**src/dcd_defs.svh**
```systemverilog
// constants of the display compression datapath: offsets, fields, reset values
// assumes one core display clock and an apb master with 32-bit data
//
// Notes on behaviour
// - the pixel stream is taken from one of three selectable input points
// - each engine takes one pixel per clock; the two engines share one pixel per clock between them
// - each engine is configured from its own parameter register copy
// - one control register; two copies of the parameter registers, one per engine
// - split streams: upper output is left (front), lower is right (back)
// - joiner output drives only the upper (left) output
// - bypass: all stages off, output on left only
// - compress-only: one engine on, output on left only
// - split-only: splitter on, no compression, output on both branches
// - split and compress: both engines on, compressed output on both branches
// - joiner mode: all stages on, left output only, never with multi-segment panels
// - no compression of interlaced timing, progressive frames only
// - first parameter register holds a double-buffer disable field
// - parameter registers hold slice rows per frame and slices per line
`ifndef DCD_DEFS_SVH
`define DCD_DEFS_SVH

`define DCD_PIX_W        30
`define DCD_ADDR_W       12

`define DCD_OFF_CTL      12'h000
`define DCD_OFF_STATUS   12'h004
`define DCD_OFF_BR0      12'h010
`define DCD_OFF_BR1      12'h020
`define DCD_SUB_SLICE    4'h0
`define DCD_SUB_PPS0     4'h4
`define DCD_SUB_PPS16    4'h8

`define DCD_CTL_SPLIT    0
`define DCD_CTL_COMP     1
`define DCD_CTL_JOIN     2
`define DCD_CTL_INSEL    4
`define DCD_CTL_MSO      8
`define DCD_CTL_HACT     16
`define DCD_CTL_MASK     32'hffff_0137

`define DCD_ST_UNSUP     8
`define DCD_ST_INTERL    9

`define DCD_PPS0_VBR     0
`define DCD_PPS0_DBDIS   1
`define DCD_PPS16_MASK   32'h0fff_00ff

`define DCD_CTL_RST      32'h0000_0000
`define DCD_SLICE_RST    16'h0012
`define DCD_PPS0_RST     2'h0
`define DCD_PPS16_RST    32'h0001_0001

`endif

```
**src/dcd_pkg.sv**
```systemverilog
// types of the display compression datapath
// assumes the constants header is on the include path
`include "dcd_defs.svh"

package dcd_pkg;

   typedef enum logic [5:0] {
      M_BYPASS    = 6'h01,
      M_COMP      = 6'h02,
      M_SPLIT     = 6'h04,
      M_SPLITCOMP = 6'h08,
      M_JOIN      = 6'h10,
      M_UNSUP     = 6'h20
   } dcd_mode_t;

   typedef struct packed {
      logic [15:0]            pos;
      logic                   outValid;
      logic [`DCD_PIX_W-1:0]  outData;
      logic                   outSliceEnd;
   } dcd_eng_st_t;

   typedef struct packed {
      logic [31:0]            ctl;
      logic [1:0][15:0]       slwPend;
      logic [1:0][15:0]       slwAct;
      logic [1:0][1:0]        pps0;
      logic [1:0][31:0]       pps16;
      logic [31:0]            prdata;
      dcd_mode_t              mode;
      logic [15:0]            xpos;
      logic                   rawValid;
      logic [`DCD_PIX_W-1:0]  rawData;
      logic                   rawLeft;
      logic                   lValid;
      logic [`DCD_PIX_W-1:0]  lData;
      logic                   lEnd;
      logic                   rValid;
      logic [`DCD_PIX_W-1:0]  rData;
      logic                   rEnd;
   } dcd_top_st_t;

   // mode from the three enables, panel kind and timing
   function automatic dcd_mode_t decodeMode(input logic splitEn, input logic compEn,
                                            input logic joinEn, input logic msoEn,
                                            input logic interl);
      dcd_mode_t m;
      m = M_UNSUP;
      if (compEn && interl)
         m = M_UNSUP;
      else if (!splitEn && !compEn && !joinEn)
         m = M_BYPASS;
      else if (!splitEn && compEn && !joinEn)
         m = M_COMP;
      else if (splitEn && !compEn && !joinEn)
         m = M_SPLIT;
      else if (splitEn && compEn && !joinEn)
         m = M_SPLITCOMP;
      else if (splitEn && compEn && joinEn && !msoEn)
         m = M_JOIN;
      return m;
   endfunction : decodeMode

endpackage : dcd_pkg

```
**src/dcd_engine.sv**
```systemverilog
// one compression branch, one pixel per clock, slice framing
// assumes pixels arrive on the core display clock with a line start mark
`timescale 1ns/1ps
`include "dcd_defs.svh"

module dcd_engine
   import dcd_pkg::*;
(
   input  wire logic                  clock,        // core display clock
   input  wire logic                  nrst,         // sync reset, low active
   input  wire logic                  ce,           // clock enable
   input  wire logic                  enable,       // branch compresses
   input  wire logic                  inValid,      // pixel present
   input  wire logic [`DCD_PIX_W-1:0] inData,       // pixel
   input  wire logic                  inStartLine,  // first pixel of a line
   input  wire logic [15:0]           sliceWidth,   // active slice width
   output logic                       outValid,     // coded word present
   output logic [`DCD_PIX_W-1:0]      outData,      // coded word
   output logic                       outSliceEnd   // last word of a slice
);

   dcd_eng_st_t st_q;
   dcd_eng_st_t st_d;

   // =========================================================
   // slice framing
   always_comb
   begin
      logic [15:0] posNow;
      logic        last;
      posNow = inStartLine ? 16'h0000 : st_q.pos;
      last   = (posNow == (sliceWidth - 16'h0001));
      st_d   = st_q;
      st_d.outValid    = 1'b0;
      st_d.outSliceEnd = 1'b0;
      if (!enable)
         st_d.pos = 16'h0000;
      else if (inValid)
      begin
         st_d.outValid    = 1'b1;
         st_d.outData     = inData;
         st_d.outSliceEnd = last;
         st_d.pos         = last ? 16'h0000 : posNow + 16'h0001;
      end
   end

   always_ff @(posedge clock)
   begin
      if (!nrst)
         st_q <= '0;
      else if (ce)
         st_q <= st_d;
   end

   assign outValid    = st_q.outValid;
   assign outData     = st_q.outData;
   assign outSliceEnd = st_q.outSliceEnd;
endmodule : dcd_engine

```
**src/dcd_top.sv**
```systemverilog
// display compression datapath: source select, splitter, two engines, joiner
// assumes upstream pipe and downstream port on the same core display clock
//
// The APB register port and the register offsets are this design's own decisions.
`timescale 1ns/1ps
`include "dcd_defs.svh"

module dcd_top
   import dcd_pkg::*;
(
   input  wire logic                  clock,          // core display clock
   input  wire logic                  nrst,           // sync reset, low active
   input  wire logic                  ce,             // clock enable
   input  wire logic                  psel,           // apb select
   input  wire logic                  penable,        // apb access phase
   input  wire logic                  pwrite,         // apb write
   input  wire logic [`DCD_ADDR_W-1:0] paddr,         // apb byte address
   input  wire logic [31:0]           pwdata,         // apb write data
   output logic [31:0]                prdata,         // apb read data
   output logic                       pready,         // apb ready
   output logic                       pslverr,        // apb error
   input  wire logic                  src0Valid,      // input point 0 pixel
   input  wire logic [`DCD_PIX_W-1:0] src0Data,       // input point 0 data
   input  wire logic                  src1Valid,      // input point 1 pixel
   input  wire logic [`DCD_PIX_W-1:0] src1Data,       // input point 1 data
   input  wire logic                  src2Valid,      // input point 2 pixel
   input  wire logic [`DCD_PIX_W-1:0] src2Data,       // input point 2 data
   input  wire logic                  srcStartLine,   // first pixel of a line
   input  wire logic                  vblankStart,    // vertical blank pulse
   input  wire logic                  interlacedTiming, // pipe runs interlaced
   output logic                       leftValid,      // left (front) pixel
   output logic [`DCD_PIX_W-1:0]      leftData,       // left data
   output logic                       leftSliceEnd,   // left slice end
   output logic                       rightValid,     // right (back) pixel
   output logic [`DCD_PIX_W-1:0]      rightData,      // right data
   output logic                       rightSliceEnd   // right slice end
);

   dcd_top_st_t st_q;
   dcd_top_st_t st_d;

   logic                  selValid;
   logic [`DCD_PIX_W-1:0] selData;
   logic [1:0]            inSel;
   logic [15:0]           xNow;
   logic [15:0]           hAct;
   logic                  onLeft;
   logic                  splitOn;
   logic                  compOn;
   logic                  engLIn;
   logic                  engRIn;
   logic                  engLValid;
   logic [`DCD_PIX_W-1:0] engLData;
   logic                  engLEnd;
   logic                  engRValid;
   logic [`DCD_PIX_W-1:0] engRData;
   logic                  engREnd;
   logic                  apbWr;
   logic                  apbSetup;

   // apb address is mapped
   function automatic logic regHit(input logic [`DCD_ADDR_W-1:0] a);
      logic br;
      br = (a[11:4] == `DCD_OFF_BR0 >> 4) || (a[11:4] == `DCD_OFF_BR1 >> 4);
      return (a == `DCD_OFF_CTL) || (a == `DCD_OFF_STATUS) ||
             (br && (a[3:0] == `DCD_SUB_SLICE || a[3:0] == `DCD_SUB_PPS0 ||
                     a[3:0] == `DCD_SUB_PPS16));
   endfunction : regHit

   // branch base of copy b
   function automatic logic [`DCD_ADDR_W-1:0] brBase(input int b);
      return (b == 0) ? `DCD_OFF_BR0 : `DCD_OFF_BR1;
   endfunction : brBase

   // =========================================================
   // source select and splitter
   assign inSel = st_q.ctl[`DCD_CTL_INSEL+1:`DCD_CTL_INSEL];
   assign hAct  = st_q.ctl[`DCD_CTL_HACT+15:`DCD_CTL_HACT];

   always_comb
   begin
      selValid = 1'b0;
      selData  = '0;
      case (inSel)
         2'd0:
         begin
            selValid = src0Valid;
            selData  = src0Data;
         end
         2'd1:
         begin
            selValid = src1Valid;
            selData  = src1Data;
         end
         2'd2:
         begin
            selValid = src2Valid;
            selData  = src2Data;
         end
         default:
         begin
            selValid = 1'b0;
            selData  = '0;
         end
      endcase
   end

   assign xNow    = srcStartLine ? 16'h0000 : st_q.xpos;
   assign onLeft  = xNow < (hAct >> 1);
   assign splitOn = (st_q.mode == M_SPLIT) || (st_q.mode == M_SPLITCOMP) ||
                    (st_q.mode == M_JOIN);
   assign compOn  = (st_q.mode == M_COMP) || (st_q.mode == M_SPLITCOMP) ||
                    (st_q.mode == M_JOIN);
   assign engLIn  = selValid && compOn && (!splitOn || onLeft);
   assign engRIn  = selValid && compOn && splitOn && !onLeft;

   // =========================================================
   // engines, each on its own parameter copy
   dcd_engine u_engLeft (
      .clock       (clock),
      .nrst        (nrst),
      .ce          (ce),
      .enable      (compOn),
      .inValid     (engLIn),
      .inData      (selData),
      .inStartLine (srcStartLine),
      .sliceWidth  (st_q.slwAct[0]),
      .outValid    (engLValid),
      .outData     (engLData),
      .outSliceEnd (engLEnd)
   );

   dcd_engine u_engRight (
      .clock       (clock),
      .nrst        (nrst),
      .ce          (ce),
      .enable      (compOn && splitOn),
      .inValid     (engRIn),
      .inData      (selData),
      .inStartLine (engRIn && xNow == (hAct >> 1)),
      .sliceWidth  (st_q.slwAct[1]),
      .outValid    (engRValid),
      .outData     (engRData),
      .outSliceEnd (engREnd)
   );

   // =========================================================
   // apb slave
   assign apbSetup = psel && !penable;
   assign apbWr    = psel && penable && pwrite && ce;
   assign pready   = psel && penable && ce;
   assign pslverr  = psel && penable && ce && !regHit(paddr);
   assign prdata   = st_q.prdata;

   // =========================================================
   // next state
   always_comb
   begin
      st_d = st_q;
      st_d.mode = decodeMode(st_q.ctl[`DCD_CTL_SPLIT], st_q.ctl[`DCD_CTL_COMP],
                             st_q.ctl[`DCD_CTL_JOIN], st_q.ctl[`DCD_CTL_MSO],
                             interlacedTiming);
      if (apbWr && paddr == `DCD_OFF_CTL)
         st_d.ctl = pwdata & `DCD_CTL_MASK;
      for (int b = 0; b < 2; b++)
      begin
         if (apbWr && paddr == brBase(b) + {8'h00, `DCD_SUB_SLICE})
            st_d.slwPend[b] = pwdata[15:0];
         if (apbWr && paddr == brBase(b) + {8'h00, `DCD_SUB_PPS0})
            st_d.pps0[b] = pwdata[1:0];
         if (apbWr && paddr == brBase(b) + {8'h00, `DCD_SUB_PPS16})
            st_d.pps16[b] = pwdata & `DCD_PPS16_MASK;
         if (vblankStart || st_q.pps0[b][`DCD_PPS0_DBDIS])
            st_d.slwAct[b] = st_q.slwPend[b];
      end
      if (apbSetup)
      begin
         st_d.prdata = 32'h0000_0000;
         for (int b = 0; b < 2; b++)
         begin
            if (paddr == brBase(b) + {8'h00, `DCD_SUB_SLICE})
               st_d.prdata = {16'h0000, st_q.slwPend[b]};
            if (paddr == brBase(b) + {8'h00, `DCD_SUB_PPS0})
               st_d.prdata = {30'h0000_0000, st_q.pps0[b]};
            if (paddr == brBase(b) + {8'h00, `DCD_SUB_PPS16})
               st_d.prdata = st_q.pps16[b];
         end
         if (paddr == `DCD_OFF_CTL)
            st_d.prdata = st_q.ctl;
         if (paddr == `DCD_OFF_STATUS)
         begin
            st_d.prdata[5:0]           = st_q.mode;
            st_d.prdata[`DCD_ST_UNSUP]  = (st_q.mode == M_UNSUP);
            st_d.prdata[`DCD_ST_INTERL] = interlacedTiming && st_q.ctl[`DCD_CTL_COMP];
         end
      end
      if (selValid)
         st_d.xpos = xNow + 16'h0001;
      st_d.rawValid = selValid && (st_q.mode != M_UNSUP);
      st_d.rawData  = selData;
      st_d.rawLeft  = !splitOn || onLeft;
      st_d.lValid = 1'b0;
      st_d.lEnd   = 1'b0;
      st_d.rValid = 1'b0;
      st_d.rEnd   = 1'b0;
      case (st_q.mode)
         M_BYPASS:
         begin
            st_d.lValid = st_q.rawValid;
            st_d.lData  = st_q.rawData;
         end
         M_COMP:
         begin
            st_d.lValid = engLValid;
            st_d.lData  = engLData;
            st_d.lEnd   = engLEnd;
         end
         M_SPLIT:
         begin
            st_d.lValid = st_q.rawValid && st_q.rawLeft;
            st_d.lData  = st_q.rawData;
            st_d.rValid = st_q.rawValid && !st_q.rawLeft;
            st_d.rData  = st_q.rawData;
         end
         M_SPLITCOMP:
         begin
            st_d.lValid = engLValid;
            st_d.lData  = engLData;
            st_d.lEnd   = engLEnd;
            st_d.rValid = engRValid;
            st_d.rData  = engRData;
            st_d.rEnd   = engREnd;
         end
         M_JOIN:
         begin
            st_d.lValid = engLValid || engRValid;
            st_d.lData  = engLValid ? engLData : engRData;
            st_d.lEnd   = engLValid ? engLEnd : engREnd;
         end
         default:
         begin
            st_d.lValid = 1'b0;
         end
      endcase
   end

   always_ff @(posedge clock)
   begin
      if (!nrst)
      begin
         st_q         <= '0;
         st_q.ctl     <= `DCD_CTL_RST;
         st_q.slwPend <= {2{`DCD_SLICE_RST}};
         st_q.slwAct  <= {2{`DCD_SLICE_RST}};
         st_q.pps0    <= {2{`DCD_PPS0_RST}};
         st_q.pps16   <= {2{`DCD_PPS16_RST}};
         st_q.mode    <= M_BYPASS;
      end
      else if (ce)
         st_q <= st_d;
   end

   assign leftValid     = st_q.lValid;
   assign leftData      = st_q.lData;
   assign leftSliceEnd  = st_q.lEnd;
   assign rightValid    = st_q.rValid;
   assign rightData     = st_q.rData;
   assign rightSliceEnd = st_q.rEnd;
endmodule : dcd_top

```
**config.mk**
```make
export PLATFORM = sky130hd
export DESIGN_NAME = dcd_top
export DESIGN_NICKNAME = d
export VERILOG_FILES = /design/src/dcd_pkg.sv /design/src/dcd_engine.sv /design/src/dcd_top.sv
export VERILOG_INCLUDE_DIRS = /design/src /design/src/src
export SDC_FILE = /design/constraint.sdc
export NUM_CORES = 1
export LEC_CHECK = 0
export BUFFER_PORTS_ARGS = -buffer_cell sky130_fd_sc_hd__buf_2
export CORE_AREA = 2 2 185 187
export DETAILED_ROUTE_END_ITERATION = 12
export DIE_AREA = 0 0 187 189
export PLACE_DENSITY_LB_ADDON = 0.3
export SYNTH_ARGS = -nofsm -noshare
export SYNTH_HDL_FRONTEND = slang
export SYNTH_SLANG_ARGS = --single-unit
```
**constraint.sdc**
```tcl
create_clock -name clock -period 9.05 [get_ports clock]
set_input_delay 1.3575 -clock clock [delete_from_list [all_inputs] [get_ports clock]]
set_output_delay 1.3575 -clock clock [all_outputs]
set_load 0.01 [all_outputs]
```
==> impl_results.md <==
* Status: finished, final reports clean
* Drt total wl at 51.1 mm
* Post-CTS setup buffers at 0
* Die area at 0.0353 mm^2
* Die height at 189 um
* Final Worst Setup Slack at 3.71 ns
* Power Density at 174 mW/mm^2
* Slew HR at 0.240
* Top post-synthesis cells by area: dfxtp_1 (41%), nand2_1 (7.0%), nor2_1 (6.5%)
* Top cell type's share of synthesized area at 0.409
* Total iterations of the first detailed-routing run at 8
* Finished Layout Cells at approximately 2800
* Critical path class: input pin to flip-flop
* Fill cell count at 3006
* Post-synth EDFFs at 0
* Placed cells at between 2000 and 3000
* Max-cap violations at 0
* Tmin final at 5.34 ns
* WP data arrival at 5.71 ns
* CTS tree: built
* Leakage at 7.35 nW
* Worst-path maximum fanout at 56
* GR Util All Layers at 0.281
* Hold Path Class: flip-flop to flip-flop
* Net Switching at roughly 0.82 mW
* Net count of the mapped netlist at ~2500
* Final critical-path share of the clock period at 0.591
* Critical Path End Type: flip-flop
* WHS at 0.455 ns
* Worst Clk Skew at around 0.016 ns
* Final hold violation count at 0
* Layout cells sized above 1 at 0.154
* Mapped Cells at 2333
* Comb power frac at 0.061
* Worst path required time at 9.41 ns
* Clock share of power at 0.458
* Top-count cell post-synth: dfxtp_1
* Max-slew violations at 0
* Post-synthesis register bit count at 376
* Row cnt at between 60 and 70
* Clock-pin transition on the worst setup and hold timing paths at approximately 0.060 ns
* Setup violators final at 0
* Layout Nets at 2536
* CTS Sinks at 376
* Synth Warn # at 0
* Port bufs at 243
* Later-pin clock latency in the skew report at approximately 0.52 ns
* Initial antenna violation count at 2
* Clock Path Buffers at 3
* Post-DP HPWL at between 30 and 40 mm
* P_int at 2.72 mW
* Final Wtd Congestion at 0.902
* Reg power frac at 0.481
* Post-Route Setup TNS at 0 ns
* Num CTS Buffers at 40
* Post-synth cell types at 77
* Initial core utilization at 0.552
* Vias at 17000
* RSZ-0062 raised after global routing: no
* Most used DFF post-synth: dfxtp_1
* Vias in the first global route at ~16000
* CTS HTree Levels at 2
* Area delta synth->final at 10.5%
* Maximum VDD drop at 0.000145 V
* Sw Ratio at 0.231
* Setup WS pre-CTS at ~3.2 ns
* Largest net degree at the start of global routing at between 100 and 150
* Syn_area_per_cell at 7.88 um^2
* CTS resizes at 0
* GRT Residual Overflow at 0
* Asr flop ratio synth at 0
* Clock root buffer: clkbuf_16
* Startpoint Class: input pin
* DRT antenna net count at 0
* Syn Std Cell Area at 0.0184 mm^2
* Sequential share of the synthesized area at 0.409
* Vias/cell at 5.99
* Post-DR wirelength/cell at 17.9 um
* Drt initial violations at ~1600
* Post-synth top cells: dfxtp_1 (376), nand2_1 (343), nor2_1 (318)
* Fmax at ~0.19 GHz
* CTS Hold Bufs at 0
* Core Footprint at 0.0333 mm^2
* First-pass GRT wire length at approximately 83 mm
* Actual slew at the worst max-slew pin at about 1.1 ns
* Largest area contributor in the netlist: dfxtp_1
* DRC Markers at 0
* Overall Power at 3.54 mW
* Chip width at 187 um
* I/O pins at about 240
[final timing paths]
path                start                  end  slack, ns  cells past startpoint
max          srcStartLine  u_engRight.st_q[46]       3.71                     21
min             st_q[216]            st_q[216]       0.46                      2
max reg2reg     st_q[107]  u_engRight.st_q[46]       4.66                     19
min reg2reg     st_q[216]            st_q[216]       0.46                      2
[cells in the final DEF (no fill, tap or decap), types with 30 or more instances in the layout]
| cell type | synthesis | final |
|---|---|---|
| mux2i_1 | 38 | 38 |
| o21ai_0 | 43 | 42 |
| xnor2_1 | 34 | 34 |
| nand2_1 | 343 | 343 |
| a211oi_1 | 138 | 138 |
| a222oi_1 | 43 | 43 |
| nand3_1 | 56 | 56 |
| a21oi_1 | 227 | 226 |
| inv_1 | 39 | 38 |
| dfxtp_1 | 376 | 375 |
| nor2b_1 | 37 | 36 |
| a22oi_1 | 49 | 49 |
| nor3_1 | 31 | 30 |
| clkbuf_16 | 0 | 41 |
| nor2_1 | 318 | 316 |
| buf_2 | 6 | 243 |
[logic make-up after synthesis]
kind of cell / share of synthesized area
fa+ha+maj: 0.0129
xor+xnor: 0.0270
mux: 0.0219
compound gates: 0.220
buf+inv: 0.0837
flops: 0.409
simple gates: 0.225
[area by class of cell]
type / count / area [um^2] / area share
diodes: 1 / 2.50 / 0.000123
clock inverters: 13 / 121 / 0.00597
multi-input cells: 1645 / 9370 / 0.461
well taps: 448 / 561 / 0.0276
inverters: 40 / 158 / 0.00776
repair buffers: 268 / 1400 / 0.0691
clock buffers: 57 / 1180 / 0.0579
flip-flops and latches: 376 / 7530 / 0.371
[registers in the layout, indices dropped and copies added, names as in the netlist, 2 cells and up]
name / flops
st_q: 166
prdata: 32
leftData: 30
rightData: 30
u_engLeft.outData: 30
u_engRight.outData: 30
hAct: 16
u_engLeft.st_q: 16
u_engRight.st_q: 16
inSel: 2
[worst max-delay path, cell delays in order]
cell and delay, ns:
buf_2 0.08, buf_4 0.44, nor2b_1 0.11, ha_1 0.34, a21oi_1 0.16, nand3_1 0.09
a2111oi_0 0.70, and3_1 0.41, or2_4 0.32, nand2_1 0.11, inv_1 0.07, ha_1 0.20
and3_1 0.21, nand2_1 0.06, inv_1 0.07, o211a_1 0.16, nand4_1 0.13, or2_1 0.27
and4_1 0.21, o21ai_2 0.14, a21oi_2 0.06
[power groups by stage]
stage                     clock (mW)  combinational, mW  sequential [mW]
after floorplan                    0              0.147             1.73
after global placement             0              0.210             1.74
after detailed placement           0              0.213             1.74
after CTS                       1.63              0.215             1.70
after global routing            1.71              0.237             1.70
final                           1.62              0.215             1.70
[through the flow]
step / area [um^2] / util
after floorplan: 18400 / -
after global placement: 19000 / 0.571
after detailed placement: 19000 / 0.571
after CTS: 20300 / 0.610
after global routing: 20300 / 0.610
final: 20300 / 0.611
[metal layers]
layer  routed length, um  track usage  up-vias
li1                    -            -     8239
met1               22400        0.377     8006
met2               23300        0.457      708
met3                4010       0.0504       91
met4                1400       0.0962        2
met5                   9            0        -
(Power assumes the default switching activity.)
